`config.mk`:
```
export PLATFORM = sky130hd
export DESIGN_NAME = windowed_watchdog_clock_monitor
export DESIGN_NICKNAME = d
export VERILOG_FILES = /design/src/pkg/wdog_pkg.sv /design/src/logic/clock_rate_detector.sv /design/src/logic/windowed_watchdog_clock_monitor.sv
export VERILOG_INCLUDE_DIRS = /design/src /design/src/pkg
export SDC_FILE = /design/constraint.sdc
export NUM_CORES = 1
export LEC_CHECK = 0
export BUFFER_PORTS_ARGS = -buffer_cell sky130_fd_sc_hd__buf_2
export CAP_MARGIN = 20
export CORE_ASPECT_RATIO = 2
export CORE_MARGIN = 4
export CORE_UTILIZATION = 35
export CTS_CLUSTER_SIZE = 14
export DETAILED_ROUTE_END_ITERATION = 8
export MAX_ROUTING_LAYER = met4
export SLEW_MARGIN = 20
export SYNTH_ARGS = -nofsm -noshare
export SYNTH_HDL_FRONTEND = slang
export SYNTH_HIERARCHICAL = 1
export SYNTH_SLANG_ARGS = --single-unit
```
`constraint.sdc`:
```
create_clock -name sys_clk -period 2.3 [get_ports sys_clk]
set_input_delay 0.46 -clock sys_clk [delete_from_list [all_inputs] [get_ports sys_clk]]
set_output_delay 0.46 -clock sys_clk [all_outputs]
set_load 0.05 [all_outputs]
```
`src/pkg/wdog_defs.svh`:
```
// Field positions, reset values, window limits and timing counts of the watchdog
`ifndef WDOG_DEFS_SVH
`define WDOG_DEFS_SVH

// ***************************************************
// Service register fields
// ***************************************************
`define WD_WIN_MSB        7
`define WD_WIN_LSB        6
`define WD_KEY_MSB        5
`define WD_KEY_LSB        1
`define WD_CM_BIT         0
`define WD_KEY_VALUE      5'h0c
`define WD_KEY_READ       5'h00

// ***************************************************
// Reset values
// ***************************************************
`define WD_RESET_WIN      2'h3
`define WD_RESET_CM       1'h1

// ***************************************************
// Window limits in idle-timer clocks
// ***************************************************
`define LOWER_LIMIT_LOGIC_LIMIT    17'h00800
`define UPPER_LIMIT_LOGIC_BASE     17'h02000

// ***************************************************
// Fault hold and clock monitor timing
// ***************************************************
`define WD_HOLD_TICKS     5'h10
`define CM_RECOVER_TICKS  5'h10
`define SYS_CLK_MHZ       200
`define CM_LIMIT_US       1000
`define CM_LIMIT_CYCLES   (`CM_LIMIT_US * `SYS_CLK_MHZ)

`endif

```
`src/pkg/wdog_pkg.sv`:
```
// Types shared by the watchdog design
package wdog_pkg;

   // Watchdog fault sequencing states
   typedef enum logic [1:0] {
      WD_RUN,
      WD_DRIVE,
      WD_HOLD,
      WD_WAIT_HIGH
   } wd_state_t;

endpackage : wdog_pkg

```
`src/logic/clock_rate_detector.sv`:
```
// Slow instruction clock detector for the clock monitor
`timescale 1ns/1ps
`include "wdog_defs.svh"

module clock_rate_detector #(
   parameter int unsigned LIMIT_CYCLES = `CM_LIMIT_CYCLES
) (
   // Clock and reset
   input  wire logic sys_clk,
   input  wire logic reset_n,
   // Instruction cycle pulse
   input  wire logic instr_tick,
   // Rate error level
   output logic      slow_r
);

   logic [19:0] gap_r;
   logic [4:0]  good_r;
   logic        gap_full;

   // Gap reached the rejection limit
   assign gap_full = (gap_r == LIMIT_CYCLES[19:0]);

   // ***************************************************
   // Gap between instruction cycles
   // ***************************************************

   // Counts system clocks since the last instruction cycle
   always_ff @(posedge sys_clk or negedge reset_n) begin
      if (!reset_n) begin
         gap_r <= 20'h00000;
      end else if (instr_tick) begin
         gap_r <= 20'h00000;
      end else if (!gap_full) begin
         gap_r <= gap_r + 20'h00001;
      end
   end

   // ***************************************************
   // Error flag and recovery
   // ***************************************************

   // Flags a dead or slow clock, clears after good cycles
   always_ff @(posedge sys_clk or negedge reset_n) begin
      if (!reset_n) begin
         slow_r <= 1'b0;
         good_r <= 5'h00;
      end else if (gap_full) begin
         slow_r <= 1'b1;
         good_r <= 5'h00;
      end else if (slow_r && instr_tick) begin
         if (good_r == `CM_RECOVER_TICKS - 5'h01) begin
            slow_r <= 1'b0;
            good_r <= 5'h00;
         end else begin
            good_r <= good_r + 5'h01;
         end
      end
   end

endmodule : clock_rate_detector

```
`src/logic/windowed_watchdog_clock_monitor.sv`:
```
// Windowed watchdog with clock monitor and fault pin control
//
// Functional notes
// - Service bits 7:6 pick upper limit 8k, 16k, 32k or 64k idle clocks.
// - Lower window limit fixed at 2048 idle-timer clocks.
// - Key field bits 5:1 must hold 01100 for an accepted service.
// - Service bit 0 enables the clock monitor when set.
// - Watchdog exists only when option bit 2 is low; pin is fault output.
// - Inactive in reset; afterwards armed, maximum window, monitor enabled.
// - First keyed write after reset fixes window and monitor enable.
// - Later writes must match every stored bit, else a watchdog error.
// - Fully matching write is valid and restarts window timing.
// - No valid service before the upper limit raises an error.
// - Service before the lower limit since last service is an error.
// - Boot ROM entry suppresses lower error and services immediately.
// - Error drives pin low, holds 16-32 cycles after pin reads low.
// - Window timing restarts when the fault pin returns high.
// - Writes while the fault output is held are ignored.
// - Pin stuck low at power-up: watchdog times out, then releases.
// - Monitor drives pin low while clock slow; releases after 16-32 cycles.
// - Never flags clocks at or above 5 kHz; always flags below 10 Hz.
// - Timing in instruction cycles or 32 kHz cycles per clock mode.
// - Watchdog timing suspended in halt and idle; monitor stays active.
// - Leaving idle performs a hardware service.
// - Reading the service register returns zero in the key field.
`timescale 1ns/1ps
`include "wdog_defs.svh"

module windowed_watchdog_clock_monitor #(
   parameter int unsigned CM_LIMIT_CYCLES = `CM_LIMIT_CYCLES
) (
   // Clock and reset
   input  wire logic       sys_clk,
   input  wire logic       reset_n,
   // Service register access
   input  wire logic       svc_wr,
   input  wire logic [7:0] svc_wdata,
   output logic      [7:0] service_register_r,
   // Option strap, low enables the watchdog
   input  wire logic       option_wd_disable,
   // Timing sources
   input  wire logic       instr_tick,
   input  wire logic       lowspeed_clk_in,
   input  wire logic       high_speed_mode,
   // Power modes and boot ROM
   input  wire logic       halt_mode,
   input  wire logic       idle_mode,
   input  wire logic       boot_rom_active,
   // Fault output pin, open drain
   input  wire logic       fault_output_pin_in,
   output logic            fault_output_pin_out_r,
   output logic            fault_output_pin_oe_r,
   // Status
   output logic            wd_error_r
);

   // ***************************************************
   // Declarations
   // ***************************************************
   wdog_pkg::wd_state_t state_r;
   wdog_pkg::wd_state_t state_nxt;
   logic [1:0]  win_sel_r;
   logic        cm_en_r;
   logic        first_done_r;
   logic [16:0] elapsed_r;
   logic [16:0] upper_limit;
   logic [4:0]  hold_r;
   logic        pin_meta_r;
   logic        pin_sync_r;
   logic        ls_meta_r;
   logic        ls_sync_r;
   logic        ls_prev_r;
   logic        idle_prev_r;
   logic        boot_prev_r;
   logic        idle_tick;
   logic        ls_rise;
   logic        idle_exit;
   logic        boot_entry;
   logic        hw_service;
   logic        wd_active;
   logic        wr_taken;
   logic        key_ok;
   logic        all_ok;
   logic        too_early;
   logic        timeout;
   logic        svc_valid;
   logic        svc_error;
   logic        cm_slow;
   logic        hold_done;
   logic        wd_drive;
   logic        cm_drive;

   // ***************************************************
   // Pin synchronisers
   // ***************************************************

   // Fault pin level seen through the input threshold
   always_ff @(posedge sys_clk or negedge reset_n) begin
      if (!reset_n) begin
         pin_meta_r <= 1'b1;
         pin_sync_r <= 1'b1;
      end else begin
         pin_meta_r <= fault_output_pin_in;
         pin_sync_r <= pin_meta_r;
      end
   end

   // Low-speed 32 kHz clock brought into the system domain
   always_ff @(posedge sys_clk or negedge reset_n) begin
      if (!reset_n) begin
         ls_meta_r <= 1'b0;
         ls_sync_r <= 1'b0;
         ls_prev_r <= 1'b0;
      end else begin
         ls_meta_r <= lowspeed_clk_in;
         ls_sync_r <= ls_meta_r;
         ls_prev_r <= ls_sync_r;
      end
   end

   // ***************************************************
   // Idle-timer clock and hardware services
   // ***************************************************

   // Rising edge of the synchronised 32 kHz clock
   assign ls_rise = ls_sync_r && !ls_prev_r;

   // Instruction cycles in high speed, else 32 kHz rising edges
   assign idle_tick = high_speed_mode ? instr_tick : ls_rise;

   // Edge history for idle exit and boot ROM entry
   always_ff @(posedge sys_clk or negedge reset_n) begin
      if (!reset_n) begin
         idle_prev_r <= 1'b0;
         boot_prev_r <= 1'b0;
      end else begin
         idle_prev_r <= idle_mode;
         boot_prev_r <= boot_rom_active;
      end
   end

   // Idle exit and boot ROM entry as one-cycle events
   assign idle_exit  = idle_prev_r && !idle_mode;
   assign boot_entry = boot_rom_active && !boot_prev_r;

   // Either event restarts the window like a valid write
   assign hw_service = idle_exit || boot_entry;

   // Watchdog present only with the option bit low
   assign wd_active = !option_wd_disable;

   // ***************************************************
   // Window limits
   // ***************************************************

   // Upper limit doubles with each window code
   assign upper_limit = `UPPER_LIMIT_LOGIC_BASE << win_sel_r;

   // Elapsed count at or past the selected upper limit
   assign timeout = (elapsed_r >= upper_limit);

   // Lower limit, waived in boot ROM and for the first write
   assign too_early = first_done_r && !boot_rom_active
                    && (elapsed_r < `LOWER_LIMIT_LOGIC_LIMIT);

   // ***************************************************
   // Service write checks
   // ***************************************************

   // Writes count only in the run state with the pin released
   assign wr_taken = svc_wr && wd_active
                   && (state_r == wdog_pkg::WD_RUN)
                   && !fault_output_pin_oe_r;

   // Key field compare
   assign key_ok = (svc_wdata[`WD_KEY_MSB:`WD_KEY_LSB]
                    == `WD_KEY_VALUE);

   // Every field against the stored choices
   assign all_ok = key_ok
                 && (svc_wdata[`WD_WIN_MSB:`WD_WIN_LSB] == win_sel_r)
                 && (svc_wdata[`WD_CM_BIT] == cm_en_r);

   // Valid service: key on first write, all fields later
   assign svc_valid = wr_taken && !too_early
                    && (first_done_r ? all_ok : key_ok);

   // Any other taken write is an error
   assign svc_error = wr_taken && !svc_valid;

   // ***************************************************
   // Stored window and monitor choices
   // ***************************************************

   // Captured once by the first keyed write after reset
   always_ff @(posedge sys_clk or negedge reset_n) begin
      if (!reset_n) begin
         win_sel_r    <= `WD_RESET_WIN;
         cm_en_r      <= `WD_RESET_CM;
         first_done_r <= 1'b0;
      end else if (svc_valid && !first_done_r) begin
         win_sel_r    <= svc_wdata[`WD_WIN_MSB:`WD_WIN_LSB];
         cm_en_r      <= svc_wdata[`WD_CM_BIT];
         first_done_r <= 1'b1;
      end
   end

   // ***************************************************
   // Elapsed time counter
   // ***************************************************

   // Counts idle clocks while running, frozen in halt and idle
   always_ff @(posedge sys_clk or negedge reset_n) begin
      if (!reset_n) begin
         elapsed_r <= 17'h00000;
      end else if (svc_valid || hw_service) begin
         elapsed_r <= 17'h00000;
      end else if (state_r == wdog_pkg::WD_WAIT_HIGH) begin
         if (pin_sync_r) begin
            elapsed_r <= 17'h00000;
         end
      end else if (state_r == wdog_pkg::WD_RUN && idle_tick
                   && !halt_mode && !idle_mode && !timeout) begin
         elapsed_r <= elapsed_r + 17'h00001;
      end
   end

   // ***************************************************
   // Fault sequencing
   // ***************************************************

   // Next state of the watchdog fault sequence
   always_comb begin
      state_nxt = state_r;
      case (state_r)
         wdog_pkg::WD_RUN: begin
            if (wd_active && (svc_error || timeout)) begin
               state_nxt = wdog_pkg::WD_DRIVE;
            end
         end
         wdog_pkg::WD_DRIVE: begin
            if (!pin_sync_r) begin
               state_nxt = wdog_pkg::WD_HOLD;
            end
         end
         wdog_pkg::WD_HOLD: begin
            if (hold_done) begin
               state_nxt = wdog_pkg::WD_WAIT_HIGH;
            end
         end
         wdog_pkg::WD_WAIT_HIGH: begin
            if (pin_sync_r) begin
               state_nxt = wdog_pkg::WD_RUN;
            end
         end
         default: begin
            state_nxt = wdog_pkg::WD_RUN;
         end
      endcase
   end

   // State register, WD_RUN in reset
   always_ff @(posedge sys_clk or negedge reset_n) begin
      if (!reset_n) begin
         state_r <= wdog_pkg::WD_RUN;
      end else begin
         state_r <= state_nxt;
      end
   end

   // Hold counter in instruction cycles after the pin reads low
   always_ff @(posedge sys_clk or negedge reset_n) begin
      if (!reset_n) begin
         hold_r <= 5'h00;
      end else if (state_r != wdog_pkg::WD_HOLD) begin
         hold_r <= 5'h00;
      end else if (instr_tick) begin
         hold_r <= hold_r + 5'h01;
      end
   end

   // Last counted instruction cycle of the hold
   assign hold_done = instr_tick && (hold_r == `WD_HOLD_TICKS - 5'h01);

   // ***************************************************
   // Clock monitor
   // ***************************************************

   // Rate detector runs in every power mode
   clock_rate_detector #(
      .LIMIT_CYCLES (CM_LIMIT_CYCLES)
   ) u_rate (
      .sys_clk    (sys_clk),
      .reset_n    (reset_n),
      .instr_tick (instr_tick),
      .slow_r     (cm_slow)
   );

   // ***************************************************
   // Fault pin drive
   // ***************************************************

   // Fault sequence pulls the pin until its hold ends
   assign wd_drive = (state_nxt == wdog_pkg::WD_DRIVE)
                   || (state_nxt == wdog_pkg::WD_HOLD);

   // Slow clock pulls the pin only with the monitor enabled
   assign cm_drive = cm_en_r && cm_slow;

   // Open drain: value always low, enable pulls the pin down
   always_ff @(posedge sys_clk or negedge reset_n) begin
      if (!reset_n) begin
         fault_output_pin_out_r <= 1'b0;
         fault_output_pin_oe_r  <= 1'b0;
      end else begin
         fault_output_pin_out_r <= 1'b0;
         fault_output_pin_oe_r  <= wd_active && (wd_drive || cm_drive);
      end
   end

   // Watchdog fault in progress, visible as status
   always_ff @(posedge sys_clk or negedge reset_n) begin
      if (!reset_n) begin
         wd_error_r <= 1'b0;
      end else begin
         wd_error_r <= (state_nxt != wdog_pkg::WD_RUN);
      end
   end

   // ***************************************************
   // Service register read back
   // ***************************************************

   // Window and monitor bits read true, key always zero
   always_ff @(posedge sys_clk or negedge reset_n) begin
      if (!reset_n) begin
         service_register_r <= {`WD_RESET_WIN, `WD_KEY_READ, `WD_RESET_CM};
      end else begin
         service_register_r <= {win_sel_r, `WD_KEY_READ, cm_en_r};
      end
   end

endmodule : windowed_watchdog_clock_monitor

```
-- Yosys cells after proc, flatten, opt, wreduce, memory -nomap -nowiden
Cells that the tools add are included.
- bits in registers: 66
- input bits: 19
- output and inout port bits: 11
- logic and storage cells: 108
- $add $sub $neg: 4
- order comparisons: 2
- eq/ne operators: 14
- shift-type cells: 1
- muxes and demuxes: 21
- reductions and logical operators: 47
- operator list (kind ; count):
    $mux W17 ; 4
    $mux W20 ; 2
    $mux W5 ; 5
    $logic_and A1 B1 Y1 ; 23
    $add A20 B1 Y20 const B ; 1
    $eq A20 B18 Y1 const B ; 1
    $add A17 B1 Y17 const B ; 1
    $ge A17 B17 Y1 ; 1
    $lt A17 B12 Y1 const B ; 1
    $shl A14 B2 Y17 const A ; 1
    $eq A5 B4 Y1 const B ; 3
    $logic_not A1 Y1 ; 11
    $add A5 B1 Y5 const B ; 2
    $mux W2 ; 4
    $pmux W2 S4 ; 1
    $reduce_bool A2 Y1 ; 4
    $eq A2 B2 Y1 const B ; 3
    $logic_or A1 B1 Y1 ; 5
    $mux W1 ; 5
    $eq A2 B1 Y1 const B ; 2
    $ne A2 B2 Y1 const B ; 2
    $reduce_and A2 Y1 ; 2
    $ne A3 B3 Y1 const B ; 1
    $reduce_bool A3 Y1 ; 1
    other kinds (3) ; 3

-- Logic depth before layout (Yosys ltp)
- depth after elaboration: 16
- mapped depth: 10
- mapped depth without buffers: 10

-- Hierarchy
Netlist, hierarchy kept.
- by module, submodules not included (module ; times used ; cells an instance ; area each (sq um) ; sequential area each (sq um)):
    windowed_watchdog_clock_monitor ; 1 ; 216 ; 2165.8 ; 1011.0
    clock_rate_detector ; 1 ; 146 ; 1376.3 ; 650.6

-- Worst setup path after synthesis
OpenSTA, ideal clock, no wires.
- path kind: register to register
- start point: register state_r[1]
- end point: register fault_output_pin_oe_r
- library setup time: 0.118 ns
- data arrival time: 2.345 ns
- required time: 2.182 ns
- setup slack: -0.162 ns
- stages on the path, launching flop included: 10
- path buffers: 1
- period minus slack after synthesis: 2.462 ns
- path through: dfrtp_1 buf_6 or4b_4 or4_4 nor3_1 nor3_1 a211oi_1 ha_1 a21oi_1 nor2_1
- cells in the longest elaborated chain, start to end: 15
- elaborated cells between the ends (all ways): 22
- classes of those cells: eq/ne (5); mux (5); reduce/logical (12)
- RTL lines (what ; line ; text):
    from (decl) ; windowed_watchdog_clock_monitor.sv:60 ; wdog_pkg::wd_state_t state_r;
    from (signal assigned) ; windowed_watchdog_clock_monitor.sv:265 ; state_r <= wdog_pkg::WD_RUN;
    from (signal assigned) ; windowed_watchdog_clock_monitor.sv:267 ; state_r <= state_nxt;
    $logic_not A2 Y1 ; windowed_watchdog_clock_monitor.sv:172, windowed_watchdog_clock_monitor.sv:235 ;
    $logic_and A1 B1 Y1 ; windowed_watchdog_clock_monitor.sv:172 ; && (state_r == wdog_pkg::WD_RUN)
    $logic_and A1 B1 Y1 ; windowed_watchdog_clock_monitor.sv:173 ; && !fault_output_pin_oe_r;
    $logic_and A1 B1 Y1 ; windowed_watchdog_clock_monitor.sv:185 ; assign svc_valid = wr_taken && !too_early
    $logic_and A1 B1 Y1 ; windowed_watchdog_clock_monitor.sv:186 ; && (first_done_r ? all_ok : key_ok);
    $logic_not A1 Y1 ; windowed_watchdog_clock_monitor.sv:189 ; assign svc_error = wr_taken && !svc_valid;
    $logic_and A1 B1 Y1 ; windowed_watchdog_clock_monitor.sv:189 ;
    $logic_or A1 B1 Y1 ; windowed_watchdog_clock_monitor.sv:237 ; if (wd_active && (svc_error || timeout)) begin
    $logic_and A1 B1 Y1 ; windowed_watchdog_clock_monitor.sv:237 ;
    $mux W2 ; windowed_watchdog_clock_monitor.sv:237 ;
    $pmux W2 S4 (*) ; windowed_watchdog_clock_monitor.sv:235 ; case (state_r)
    $eq A2 B1 Y1 or $eq A2 B2 Y1 (tied branches) ; windowed_watchdog_clock_monitor.sv:304, windowed_watchdog_clock_monitor.sv:305 ;
    $logic_or A1 B1 Y1 (*) ; windowed_watchdog_clock_monitor.sv:305 ; || (state_nxt == wdog_pkg::WD_HOLD);
    $logic_or A1 B1 Y1 (*) ; windowed_watchdog_clock_monitor.sv:317 ; fault_output_pin_oe_r <= wd_active && (wd_drive || cm_drive);
    $logic_and A1 B1 Y1 (*) ; windowed_watchdog_clock_monitor.sv:317 ;
    to (signal assigned) ; windowed_watchdog_clock_monitor.sv:317 ;
    to (decl) ; windowed_watchdog_clock_monitor.sv:52 ; output logic fault_output_pin_oe_r,
Every way passes the cells marked *; elsewhere a longest branch is shown, timed or not.
A chain may end at the register's enable or synchronous reset.

-- Final worst setup path
- start point: register state_r[1]
- end point: register elapsed_r[12]
- cells in the longest elaborated chain, start to end: 8
- elaborated cells between the ends (all ways): 16
- classes of those cells: eq/ne (2); mux (2); reduce/logical (12)
- RTL lines (what ; line ; text):
    $logic_not A2 Y1 ; windowed_watchdog_clock_monitor.sv:172, windowed_watchdog_clock_monitor.sv:222 ;
    $logic_and A1 B1 Y1 ; windowed_watchdog_clock_monitor.sv:172 ;
    $logic_and A1 B1 Y1 ; windowed_watchdog_clock_monitor.sv:173 ;
    $logic_and A1 B1 Y1 ; windowed_watchdog_clock_monitor.sv:185 ;
    $logic_and A1 B1 Y1 ; windowed_watchdog_clock_monitor.sv:186 ;
    $logic_or A1 B1 Y1 ; windowed_watchdog_clock_monitor.sv:216 ; end else if (svc_valid || hw_service) begin
    $ne A3 B3 Y1 (no line) or $reduce_bool A3 Y1 (tied branches) ; n/a ;
    $reduce_and A2 Y1 (no line) ; n/a ;
    to (signal assigned) ; windowed_watchdog_clock_monitor.sv:224 ; elapsed_r <= elapsed_r + 17'h00001;
    to (decl) ; windowed_watchdog_clock_monitor.sv:65 ; logic [16:0] elapsed_r;
Several ways; a longest one is shown, not always the timed one.

==> flow_summary.toml <==
[outcome]
status = "complete, but fails checks"
violations = "negative setup slack"

[synth]
async_flop_share = 1.00
syn-instance-count = 362
synth.distinct_cells = 65
synth-seq-area-share = 0.469
syn_avg_cell_area_um2 = 9.78
ys.flop_type = "dfrtp_1"
syn_area_um2 = 3540
synth_edf_count = 0
yosys_register_bits = 66
yosysWarnings = 6

[cells_and_area]
final_cell_mix = "dfrtp_1, nor2_1, nand2_1, nand3_1, buf_2"
n_antenna_cell = 0
finalNonFillerCells = 550
final_nets = 444
areaGrowthSynthToFinish_pct = 27.9
final_common_cell = "dfrtp_1"
drive_gt1_frac = 0.297

[worst_hold_path]
hold_class = "in2async"

[clock_tree]
clk_latency_ps = 330
clk_pin_slew_ps = 50
cts_tree = "yes"
clock_path_buffers = 2
h-tree-depth = 3
ctsHoldBuffers = 0
cts_root_buf = "clkbuf_16"
cts_buffers = 9
clock-sinks = 66

[setup_path]
cp_cell_sequence = "or4b_4 > or4_4 > buf_6 > o31a_4 > clkbuf_16 > nand4_1 > o311ai_1"
cp.required_ps = 2500
reg2reg_to = "elapsed_r[12]"
r2r_slack_ps = -80
crit_path_max_incr_delay_ps = 520
reg2regPathDepth = 7
end_kind = "flip-flop"
crit_type = "reg2reg"
start_kind = "flip-flop"
r2r_start = "state_r[1]"
cp_data_arrival_time_ps = 2580
critPathSlowestCell = "or4b_4"
crit_start = "state_r[1]"
path_max_fanout = 6

[detailed_routing]
post_drt_via_cell_ratio = 5.34
ant_nets = 0
num_vias = 2939
route.detailed.wl_per_inst_um = 15.3
dr.pass1.iters = 5
drt-total-wl_um = 8420
drt-initial-drc-count = 145
drc = 0

[grt]
grt_pass1_wl_um = 13900
gr-usage-all-layers = 0.154
grt_start_max_net_pins = 67
grt_antenna_before_repair = 0
grt_pass1_vias = 2892
overflow = 0

[placement]
dp.cells = 527
gp_congestion = 0.847
portBuffers = 23
dp_hpwl_um = 5760

[job]
drv_cap = 0

[floorplanning]
ios = 30
floorplan.rows = 51
die_w_um = 79.1
core-area_um2 = 9830
die_h_um = 150
start_util = 0.360
dieArea_um2 = 11900

[timing]
drv_slew = 0
setup_slack_ps = -81.0
hold_viol = 0
fin_crit_ps = 2380
fin_crit_sh = 1.04
fin_tns_setup_ps = -485
rsz0062_at_grt = "yes"
whs_ps = 132
fmax_mhz = 420
setup-violations-final = 11
fin_skew_ps = 5.80

[power]
ir_drop_mv = 0.492
leakage_nw = 1.90
p_per_area_nw_per_um2 = 723
[per-stage QoR]
stage / area [µm²] / setup WS, ps / total power [mW] / util
5_1_grt: 4530 / -172 / 3.46 / 0.461
2_1_floorplan: 3560 / -161 / 1.70 / -
4_1_cts: 4310 / -74.1 / 3.26 / 0.438
3_5_place_dp: 3930 / -304 / 1.89 / 0.400
6_report: 4530 / -81.0 / 3.28 / 0.461
3_3_place_gp: 3930 / -294 / 1.88 / 0.400
[cells in the mapped netlist, types with 9 or more instances]
library cell	count	area share
o21ai_0	9	0.013
ha_1	12	0.042
a21oi_1	19	0.027
xnor2_1	11	0.027
nor2_1	33	0.035
nand4_1	16	0.028
nand2_1	29	0.031
dfrtp_1	58	0.41
inv_1	13	0.014
nand3_1	32	0.045
[sequential cells by signal (all words and copies together) (netlist names), 2 cells and up]
name,count
elapsed_r,17
hold_r,5
service_register_r,3
state_r,2
u_rate/gap_r,20
u_rate/good_r,5
win_sel_r,2
[repair_timing]
item	in CTS	in global routing
pin swaps	15	25
cloned	0	4
setup buffers	1	3
gates resized for setup	16	26
endpoints found under the setup margin	20	21
[layer usage]
| metal | track usage | routed length (µm) |
|---|---|---|
| met1 | 0.169 | 3250 |
| met2 | 0.263 | 4600 |
| met3 | 0.0383 | 383 |
| met4 | 0.0620 | 189 |
| met5 | - | 0 |
[power by group]
group	leakage, nW	switching, mW	internal [mW]
combinational	0.894	0.397	0.256
clock	0.136	0.490	0.835
sequential	0.868	0.0537	1.24
total	1.90	0.941	2.33
[critical path: cells and delay by family, from the launching register on]
| kind | cells | cell delay [ps] |
|---|---|---|
| buf+inv | 2 | 320 |
| flops | 1 | 380 |
| simple gates | 3 | 1120 |
| compound gates | 2 | 440 |
[area by class of cell]
type,count,area [µm²]
fill,965,5300
multi-input combinational,267,1880
sequential,66,1660
timing repair buffer,56,488
clock buffer,11,233
tap,132,165
clock inverter,5,55.1
inverter,13,48.8
[logic make-up after synthesis]
kind of cell / after synthesis / synth area share
compound gates: 58 / 0.111
fa+ha+maj: 12 / 0.0424
buf+inv: 34 / 0.0551
other cells: 1 / 0.00106
simple gates: 167 / 0.259
xor+xnor: 19 / 0.0470
flops: 66 / 0.469
mux: 5 / 0.0155
[worst max-delay path by stage]
stage          cells after the start  slack [ps]                    end
2_1_floorplan                      9        -160  fault_output_pin_oe_r
3_3_place_gp                       9        -290  fault_output_pin_oe_r
3_5_place_dp                       9        -300  fault_output_pin_oe_r
4_1_cts                           10         -70  fault_output_pin_oe_r
5_1_grt                           10        -170  fault_output_pin_oe_r
6_report                           7         -80          elapsed_r[12]
(Power assumes the default switching activity.)
